<file path="src/verilog/comparator_pkg.sv">
// constants for the comparator control register block
// How it works
// - The output state bit reads 1 while the non-inverting input is above the inverting one, is live and ignores writes.
// - A low-to-high change of the comparator output sets the rising-edge flag.
// - Each edge flag stays set until software writes a 0 to it.
// - A high-to-low change of the comparator output sets the falling-edge flag, independently of the rising one.
// - Writing 1 to the enable bit turns the comparator on and writing 0 shuts it down.
// - While disabled, the pin output is held low and edges do not set the flags.
package comparator_pkg;
    localparam logic [7:0] CTRL_ADDR = 8'h9e;
    localparam logic [7:0] CTRL_RESET = 8'h00;
    localparam int ENABLE_BIT = 7;
    localparam int STATE_BIT = 6;
    localparam int RISE_BIT = 5;
    localparam int FALL_BIT = 4;
    localparam int HYP_MSB = 3;
    localparam int HYP_LSB = 2;
    localparam int HYN_MSB = 1;
    localparam int HYN_LSB = 0;
    localparam int SETTLE_US = 20;
    localparam int CLOCK_MHZ = 20;
    localparam int SETTLE_CYCLES = SETTLE_US * CLOCK_MHZ;
endpackage : comparator_pkg

</file>
<file path="src/verilog/edge_link_if.sv">
// synchronised comparator level and its edge pulses
`timescale 1ns/1ns
interface edge_link_if;
    logic state;
    logic rise;
    logic fall;
    modport producer (output state, output rise, output fall);
    modport consumer (input state, input rise, input fall);
endinterface : edge_link_if

</file>
<file path="src/verilog/comparator_edge_sync.sv">
// two-stage synchroniser and edge detector for the raw comparator output
`timescale 1ns/1ns
module comparator_edge_sync
    import comparator_pkg::*;
(
    input wire logic clock,
    input wire logic sys_rst,
    input wire logic comparator_raw,
    edge_link_if.producer link
);
    logic sync_first;
    logic sync_second;
    logic state_prev;

    // analog result is asynchronous, so two flops before any use
    always_ff @(posedge clock) begin
        if (sys_rst) begin
            sync_first <= 1'b0;
            sync_second <= 1'b0;
            state_prev <= 1'b0;
        end else begin
            sync_first <= comparator_raw;
            sync_second <= sync_first;
            state_prev <= sync_second;
        end
    end

    // edges taken from settled stages only
    assign link.state = sync_second;
    assign link.rise = sync_second & ~state_prev;
    assign link.fall = ~sync_second & state_prev;
endmodule : comparator_edge_sync

</file>
<file path="src/verilog/comparator_control_register.sv">
// comparator 0 control register on the special function register bus
`timescale 1ns/1ns
module comparator_control_register
    import comparator_pkg::*;
(
    input wire logic clock,
    input wire logic sys_rst,
    input wire logic [7:0] sfr_addr,
    input wire logic [7:0] sfr_wdata,
    input wire logic sfr_wr,
    input wire logic comparator_raw,
    output logic [7:0] sfr_rdata,
    output logic comparator_enable,
    output logic [1:0] positive_hysteresis_select,
    output logic [1:0] negative_hysteresis_select,
    output logic comparator_pin_out
);
    edge_link_if link ();

    logic rising_edge_flag;
    logic falling_edge_flag;
    logic next_rise_flag;
    logic next_fall_flag;
    logic [7:0] ctrl_view;

    comparator_edge_sync sync_unit (
        .clock(clock),
        .sys_rst(sys_rst),
        .comparator_raw(comparator_raw),
        .link(link)
    );

    // address decode
    wire write_hit = sfr_wr && (sfr_addr == CTRL_ADDR);
    wire read_hit = (sfr_addr == CTRL_ADDR);

    // edges only count while enabled; a set beats a same-cycle clear,
    // so an edge landing on the clearing write is never lost
    // gated rising edge
    wire rise_event = link.rise & comparator_enable;
    wire fall_event = link.fall & comparator_enable;
    assign next_rise_flag = (write_hit ? sfr_wdata[RISE_BIT] : rising_edge_flag) | rise_event;
    assign next_fall_flag = (write_hit ? sfr_wdata[FALL_BIT] : falling_edge_flag) | fall_event;

    assign ctrl_view = {comparator_enable, link.state, rising_edge_flag, falling_edge_flag,
                        positive_hysteresis_select, negative_hysteresis_select};

    always_ff @(posedge clock) begin
        if (sys_rst) begin
            comparator_enable <= CTRL_RESET[ENABLE_BIT];
        end else if (write_hit) begin
            comparator_enable <= sfr_wdata[ENABLE_BIT];
        end
    end

    // hysteresis field storage
    // the analog macro reads these flops directly, no extra staging
    always_ff @(posedge clock) begin
        if (sys_rst) begin
            positive_hysteresis_select <= CTRL_RESET[HYP_MSB:HYP_LSB];
            negative_hysteresis_select <= CTRL_RESET[HYN_MSB:HYN_LSB];
        end else if (write_hit) begin
            positive_hysteresis_select <= sfr_wdata[HYP_MSB:HYP_LSB];
            negative_hysteresis_select <= sfr_wdata[HYN_MSB:HYN_LSB];
        end
    end

    always_ff @(posedge clock) begin
        if (sys_rst) begin
            rising_edge_flag <= CTRL_RESET[RISE_BIT];
            falling_edge_flag <= CTRL_RESET[FALL_BIT];
        end else begin
            rising_edge_flag <= next_rise_flag;
            falling_edge_flag <= next_fall_flag;
        end
    end

    // registered read data; other addresses read as zero
    always_ff @(posedge clock) begin
        if (sys_rst) begin
            sfr_rdata <= 8'h00;
        end else begin
            sfr_rdata <= read_hit ? ctrl_view : 8'h00;
        end
    end

    // pin low when off
    // one flop after the synchroniser, so the pin lags the state bit by a cycle
    always_ff @(posedge clock) begin
        if (sys_rst) begin
            comparator_pin_out <= 1'b0;
        end else begin
            comparator_pin_out <= comparator_enable & link.state;
        end
    end

    // software waits SETTLE_CYCLES after enable; nothing here masks it
    // the settle time is a software duty: a hardware mask would hide a
    // genuine early edge and cost a wide counter for no gain

    // checks below watch design signals and the bus and comparator inputs, quiet during reset

    state_read_a: assert property (@(posedge clock) disable iff (sys_rst)
        read_hit |=> sfr_rdata[STATE_BIT] == $past(link.state))
        else $error("state bit does not follow comparator");

    rise_set_a: assert property (@(posedge clock) disable iff (sys_rst)
        link.rise && comparator_enable |=> rising_edge_flag)
        else $error("rising edge did not set flag");

    flag_hold_a: assert property (@(posedge clock) disable iff (sys_rst)
        rising_edge_flag && !(write_hit && !sfr_wdata[RISE_BIT]) |=> rising_edge_flag [*1])
        else $error("rising flag lost without clear");

    fall_set_a: assert property (@(posedge clock) disable iff (sys_rst)
        link.fall && comparator_enable |=> falling_edge_flag && ($stable(rising_edge_flag) || $past(write_hit)))
        else $error("falling edge did not set flag");

    enable_write_a: assert property (@(posedge clock) disable iff (sys_rst)
        write_hit |=> comparator_enable == $past(sfr_wdata[ENABLE_BIT]))
        else $error("enable bit not stored");

    pin_off_a: assert property (@(posedge clock) disable iff (sys_rst)
        !comparator_enable |=> !comparator_pin_out)
        else $error("pin not low while disabled");

    no_flag_off_a: assert property (@(posedge clock) disable iff (sys_rst)
        !comparator_enable && !write_hit && !rising_edge_flag && !falling_edge_flag
            |=> !rising_edge_flag && !falling_edge_flag)
        else $error("flag set while disabled");

    hyst_drive_a: assert property (@(posedge clock) disable iff (sys_rst)
        write_hit |=> {positive_hysteresis_select, negative_hysteresis_select}
            == $past(sfr_wdata[HYP_MSB:HYN_LSB]))
        else $error("hysteresis fields not driven");

    hyst_hold_a: assert property (@(posedge clock) disable iff (sys_rst)
        !write_hit |=> $stable({positive_hysteresis_select, negative_hysteresis_select}))
        else $error("hysteresis fields changed without a write");

    hyst_read_a: assert property (@(posedge clock) disable iff (sys_rst)
        read_hit |=> sfr_rdata[HYP_MSB:HYN_LSB]
            == $past({positive_hysteresis_select, negative_hysteresis_select}))
        else $error("hysteresis fields read back wrong");

    enable_hold_a: assert property (@(posedge clock) disable iff (sys_rst)
        !write_hit |=> $stable(comparator_enable))
        else $error("enable bit changed without a write");

    enable_read_a: assert property (@(posedge clock) disable iff (sys_rst)
        read_hit |=> sfr_rdata[ENABLE_BIT] == $past(comparator_enable))
        else $error("enable bit read back wrong");

    fall_hold_a: assert property (@(posedge clock) disable iff (sys_rst)
        falling_edge_flag && !(write_hit && !sfr_wdata[FALL_BIT]) |=> falling_edge_flag)
        else $error("falling flag lost without clear");

    rise_clear_a: assert property (@(posedge clock) disable iff (sys_rst)
        write_hit && !sfr_wdata[RISE_BIT] && !rise_event |=> !rising_edge_flag)
        else $error("rising flag not cleared by a zero");

    fall_clear_a: assert property (@(posedge clock) disable iff (sys_rst)
        write_hit && !sfr_wdata[FALL_BIT] && !fall_event |=> !falling_edge_flag)
        else $error("falling flag not cleared by a zero");

    rise_cause_a: assert property (@(posedge clock) disable iff (sys_rst)
        !rising_edge_flag && !write_hit && !link.rise |=> !rising_edge_flag)
        else $error("rising flag set with no edge");

    fall_cause_a: assert property (@(posedge clock) disable iff (sys_rst)
        !falling_edge_flag && !write_hit && !link.fall |=> !falling_edge_flag)
        else $error("falling flag set with no edge");

    flag_read_a: assert property (@(posedge clock) disable iff (sys_rst)
        read_hit |=> sfr_rdata[RISE_BIT:FALL_BIT] == $past({rising_edge_flag, falling_edge_flag}))
        else $error("edge flags read back wrong");

    flag_apart_a: assert property (@(posedge clock) disable iff (sys_rst)
        link.rise && !write_hit |=> $stable(falling_edge_flag))
        else $error("rising edge touched the falling flag");

    rise_gate_a: assert property (@(posedge clock) disable iff (sys_rst)
        link.rise && !comparator_enable && !write_hit |=> $stable(rising_edge_flag))
        else $error("rising edge counted while disabled");

    fall_gate_a: assert property (@(posedge clock) disable iff (sys_rst)
        link.fall && !comparator_enable && !write_hit |=> $stable(falling_edge_flag))
        else $error("falling edge counted while disabled");

    pin_follow_a: assert property (@(posedge clock) disable iff (sys_rst)
        comparator_enable |=> comparator_pin_out == $past(link.state))
        else $error("pin does not follow comparator");

    state_track_a: assert property (@(posedge clock) disable iff (sys_rst)
        1'b1 |-> ##2 link.state == $past(comparator_raw, 2))
        else $error("state bit lags the comparator");
endmodule : comparator_control_register

</file>
<file path="config.mk">
export PLATFORM = sky130hd
export DESIGN_NAME = comparator_control_register
export DESIGN_NICKNAME = d
export VERILOG_FILES = /design/src/verilog/comparator_pkg.sv /design/src/verilog/edge_link_if.sv /design/src/verilog/comparator_edge_sync.sv /design/src/verilog/comparator_control_register.sv
export SDC_FILE = /design/constraint.sdc
export NUM_CORES = 1
export LEC_CHECK = 0
export BUFFER_PORTS_ARGS = -buffer_cell sky130_fd_sc_hd__buf_4
export CAP_MARGIN = 0
export CORE_MARGIN = 4
export CORE_UTILIZATION = 40
export DETAILED_ROUTE_END_ITERATION = 8
export PLACE_DENSITY_LB_ADDON = 0.1
export SLEW_MARGIN = 20
export SYNTH_ARGS = -nofsm -noshare
export SYNTH_HDL_FRONTEND = slang
export SYNTH_SLANG_ARGS = --single-unit
</file>
<file path="constraint.sdc">
create_clock -name clock -period 1.3 [get_ports clock]
set_clock_uncertainty 0.2 [all_clocks]
set_input_delay 0.195 -clock clock [delete_from_list [all_inputs] [get_ports clock]]
set_output_delay 0.195 -clock clock [all_outputs]
set_load 0.03 [all_outputs]
</file>
Yosys cells after proc, flatten, opt, wreduce, memory -nomap -nowiden --
Index checks and enable logic that the tools add are counted.
Storage, ports and cells: bits in registers 19, input bits 20, output and inout port bits 14, logic and storage cells 25
Cells by class: equality and inequality tests 1, muxes and demuxes 2, bitwise logic cells 10, reductions and logical operators 2
Operators by type and width (number):
- 8-bit equality test, second input constant | 1
- 1-bit bitwise AND | 5
- 1-bit inverter | 3
- 1-bit two-way mux | 2
- 1-bit OR | 2
- 2-bit OR reduction | 1
- 1-bit logical AND | 1

Longest topological paths before layout --
depth after elaboration 4, depth in mapped cells 3, mapped depth without buffers 3

Modules after synthesis --
A second synthesis with hierarchy kept.
Second synthesis, totals: cells, all modules 66, area total of the unflattened synthesis 694.4 sq um
By module, submodules not included:
- comparator_control_register | times used 1, cells an instance 58, area each 603.1 sq um, seq. area each 320.3 sq um
- comparator_edge_sync | times used 1, cells an instance 8, area each 91.3 sq um, seq. area each 60.1 sq um

Worst setup path after synthesis --
Ideal clock, no wire load.
path kind input-to-reg, start input port sfr_addr[6], end register comparator_enable, setup time 0.072 ns, arrival 0.959 ns, data required time 1.028 ns, path slack 0.070 ns, cell stages on the path 3, path buffers 0, path through nand4bb_4 > nor3_4 > mux2i_1
Between the ends: word-level cells in the longest chain between the ends 2
RTL lines:
- start: declaration | line comparator_control_register.sv:8 | input wire logic [7:0] sfr_addr,
- 8-bit equality test | line comparator_control_register.sv:34 | wire write_hit = sfr_wr && (sfr_addr == CTRL_ADDR);
- 1-bit logical AND | line comparator_control_register.sv:34
- end signal: assignment | line comparator_control_register.sv:50 | comparator_enable <= CTRL_RESET[ENABLE_BIT];
- end signal: assignment | line comparator_control_register.sv:52 | comparator_enable <= sfr_wdata[ENABLE_BIT];
- end: declaration | line comparator_control_register.sv:13 | output logic comparator_enable,
Every way passes these cells. A chain may end at the register's enable or synchronous reset.

Final worst setup path --
start input port sys_rst, end register sfr_rdata[6]
Between the ends: word-level cells in the longest chain between the ends 1
RTL lines:
- start: declaration | line comparator_control_register.sv:7 | input wire logic sys_rst,
- 2-bit OR reduction (no source line)
- end signal: assignment | line comparator_control_register.sv:83 | sfr_rdata <= read_hit ? ctrl_view : 8'h00;
- end: declaration | line comparator_control_register.sv:12 | output logic [7:0] sfr_rdata,
Every way passes these cells.

==> summary.md <==
| Metric | Value |
|---|---|
| WP buf/inv | 2 |
| EDFF count, synth | 0 |
| Diode count | 0 |
| Unrepaired setup endpoints after global routing | false |
| Final hold vios | 0 |
| Row count | 15 |
| DR WL/cell | 10.4 um |
| CP max-delay cell | dlygate4sd3_1 |
| TritonCTS clock tree | built |
| Post-synthesis compound-gate area fraction | under 10% |
| Layout cell share with drive strength beyond 1 | a little over two fifths |
| Library cells used by synthesis | 14 |
| Worst slew pin tran | between 0.15 and 0.2 ns |
| Delay of the slowest critical-path stage | 0.58 ns |
| Sequential share of the synthesized area | about half |
| Worst setup SP type | input port |
| Post-synthesis cell count | 60 |
| Gr usage total | approximately an eighth |
| Area share of the largest cell type after synthesis | 51.7% |
| Count of final max-slew check failures | 0 |
| Max cap viols | 0 |
| Worst Hold Class | in -> reg |
| FF/Latch Area | 382 sq um |
| Clock buffer count from CTS | 3 |
| Total vias in the final route | 569 |
| Vias in the first global route | 606 |
| Final setup vio count | 0 |
| Delay-heaviest family, CP | buffers and inverters |
| Die height | 50.9 um |
| Adder-cell share of the synthesized area | 0% |
| First-pass GRT wire length | 2470 um |
| Power Total | 988 uW |
| Average cell area after synthesis | around 12 sq um |
| Clock latency on the worst-skew pair | between 0.2 and 0.3 ns |
| Worst r2r src | comparator_enable |
| Largest family of logic cells by synthesized area | simple AND/OR/NAND/NOR gates |
| Synth cell count leaders | 19 x dfxtp_1, 10 x nand2b_1, 8 x and2_1 |
| Layout Utilization | approximately two thirds |
| Nets | about 130 |
| Root Driver | clkbuf_4 |
| R2r setup slk | 0.25 ns |
| Post-synthesis xor/xnor area fraction | 0% |
| Filler cells | 153 |
| Footprint of the multi-input gates | between 300 and 400 sq um |
| Yosys warns | 0 |
| Total die area | around 0.0026 sq mm |
| Pwr dens | roughly 840 mW/mm^2 |
| Overflow after GRT | 0 |
| Critical path arrival | approximately 1.3 ns |
| Clock Path Buffers | 2 |
| Post-synthesis simple-gate area fraction | around a third |
| F_max | approximately 810 MHz |
| Sink Count | 19 |
| Yosys reg bits | 19 |
| Worst R2R End | falling_edge_flag |
| Post-layout min period | 1.24 ns |
| Placer Congestion | 0.662 |
| WS Path Type | in -> reg |
| Fin cells | 133 |
| Worst VDD drop | about 0.50 mV |
| LEAKAGE | between 0.5 and 0.6 nW |
| DP HPWL | 967 um |
| Post-synth ARST share | 0% |
| DRT Pass-1 Iters | 3 |
| Largest net degree at the start of global routing | 18 |
| Post-CTS Setup Bufs | 0 |
| R2R cell count | 3 |
| Mapped cell area | around 740 sq um |
| Area grow syn2layout | 59.0% |
| Critical Path Sink | sfr_rdata[6] |
| Critical Path Stages | 4 |
| Worst Setup SP | sys_rst |
| Period Utilization, post-route | a little over nine tenths |
| Top_reg_cell synth | dfxtp_1 |
| Routed WL | between 1000 and 1500 um |
| I/O pins | 34 |
| H-tree depth | 1 |
| Count leader, synth | dfxtp_1 |
| Initial antenna violation count | 0 |
| CP max FO | 17 |
| Cells along the critical path | buf_4, dlygate4sd3_1, nor2b_2, nor3b_1 |
| Largest cells by area after synthesis | dfxtp_1 52%, mux2i_1 9.5%, nand2b_1 8.5% |
| Largest area contributor in the netlist | dfxtp_1 |
| DRC viols | 0 |
| Area of the core | roughly 0.0017 sq mm |
| I/O Buffers | 32 |
| Die Wd | around 51 um |
| Initial DRC Count | 1 |
| Starting Density | a little over two fifths |
| Mux cell area share after synthesis | under 10% |
| CP Capture Type | register |
| Status | finished clean |
| Antenna Nets Post-Route | 0 |
| Post-Syn Nets | 80 |
| Vias/cell | 4.28 |
| Post-placement cell count | 119 |
| Clock slew at reported path FFs | about 0.10 ns |
| CP required | ~1.3 ns |
| Rel. slew slack | 88.0% |
-- power by group --
group	switching [mW]	internal [mW]	total, mW
Combinational	0.0289	0.0784	0.107
Sequential	0.00149	0.586	0.587
Clock	0.179	0.114	0.293
Total	0.210	0.778	0.988
-- stage by stage --
step                      hold WS, ns  setup TNS (ns)  area [sq um]  worst slack (ns)
after global routing           0.0109               0          1170            0.0112
after detailed placement        0.213          -0.137          1040           -0.0271
after global placement          0.205         -0.0439          1040          -0.00751
after CTS                      0.0117               0          1170            0.0164
after floorplan                0.0811               0           736            0.0696
final                          0.0181               0          1170            0.0601
-- cell usage in the layout, fill, tap and decap left out --
cell type	instances
nor3b_1	1
and3b_1	2
nor3_4	1
nor2b_1	2
buf_12	1
dlygate4sd3_1	10
nor3_2	1
bufinv_8	1
clkinv_2	1
nand4bb_4	1
dfxtp_1	18
and2_1	8
buf_4	34
nand4b_4	1
dfxtp_2	1
o21bai_1	4
mux2i_1	7
nor2b_2	1
clkbuf_4	3
nand2b_1	10
-- cell type report --
type / count / area share (%)
Sequential cell: 19 / 32.6
Timing Repair Buffer: 45 / 32.1
Multi-Input combinational cell: 39 / 28.8
Tap cell: 25 / 2.67
Clock buffer: 3 / 1.93
Inverter: 1 / 1.50
Clock inverter: 1 / 0.428
-- sequential cells by signal (all words and copies together), names as in the netlist --
register,cells
comparator_enable,1
comparator_pin_out,1
falling_edge_flag,1
positive_hysteresis_select,2
sync_unit.sync_first,1
negative_hysteresis_select,2
sync_unit.link.state,1
sfr_rdata,8
rising_edge_flag,1
sync_unit.state_prev,1
-- logic make-up after synthesis --
group,after synthesis
AO/OA/AOI/OAI,4
buffers and inverters,2
flip-flops,19
multiplexers,7
AND/OR/NAND/NOR,28
-- what timing repair did --
item	in CTS	in global routing
resized for setup	1	1
hold endpoints to repair	9	0
hold buffers	10	0
setup endpoints to repair	1	1
-- worst min-delay path by stage --
stage	endpoint	cells past startpoint	startpoint
after floorplan	sync_unit.state_prev	1	sys_rst
after global placement	sync_unit.sync_first	2	comparator_raw
after detailed placement	sync_unit.sync_first	2	comparator_raw
after CTS	sfr_rdata[6]	3	sfr_addr[1]
after global routing	sfr_rdata[6]	3	sfr_addr[1]
final	sfr_rdata[6]	3	sfr_addr[1]
-- tightest hold or removal path, cell delays in order --
cell      delay, ns
buf_4          0.12
nand4b_4       0.10
nor3b_1        0.05
-- metal layers --
layer / wire (um) / GRT usage [%] / part of all wire [%]
met1: 541 / 13.6 / 39
met4: 17 / 8.07 / 1.2
met5: 0 / 0 / 0
met2: 741 / 23.7 / 54
met3: 81 / 2.62 / 5.9
Note: power is estimated with default switching activity, not from simulation.
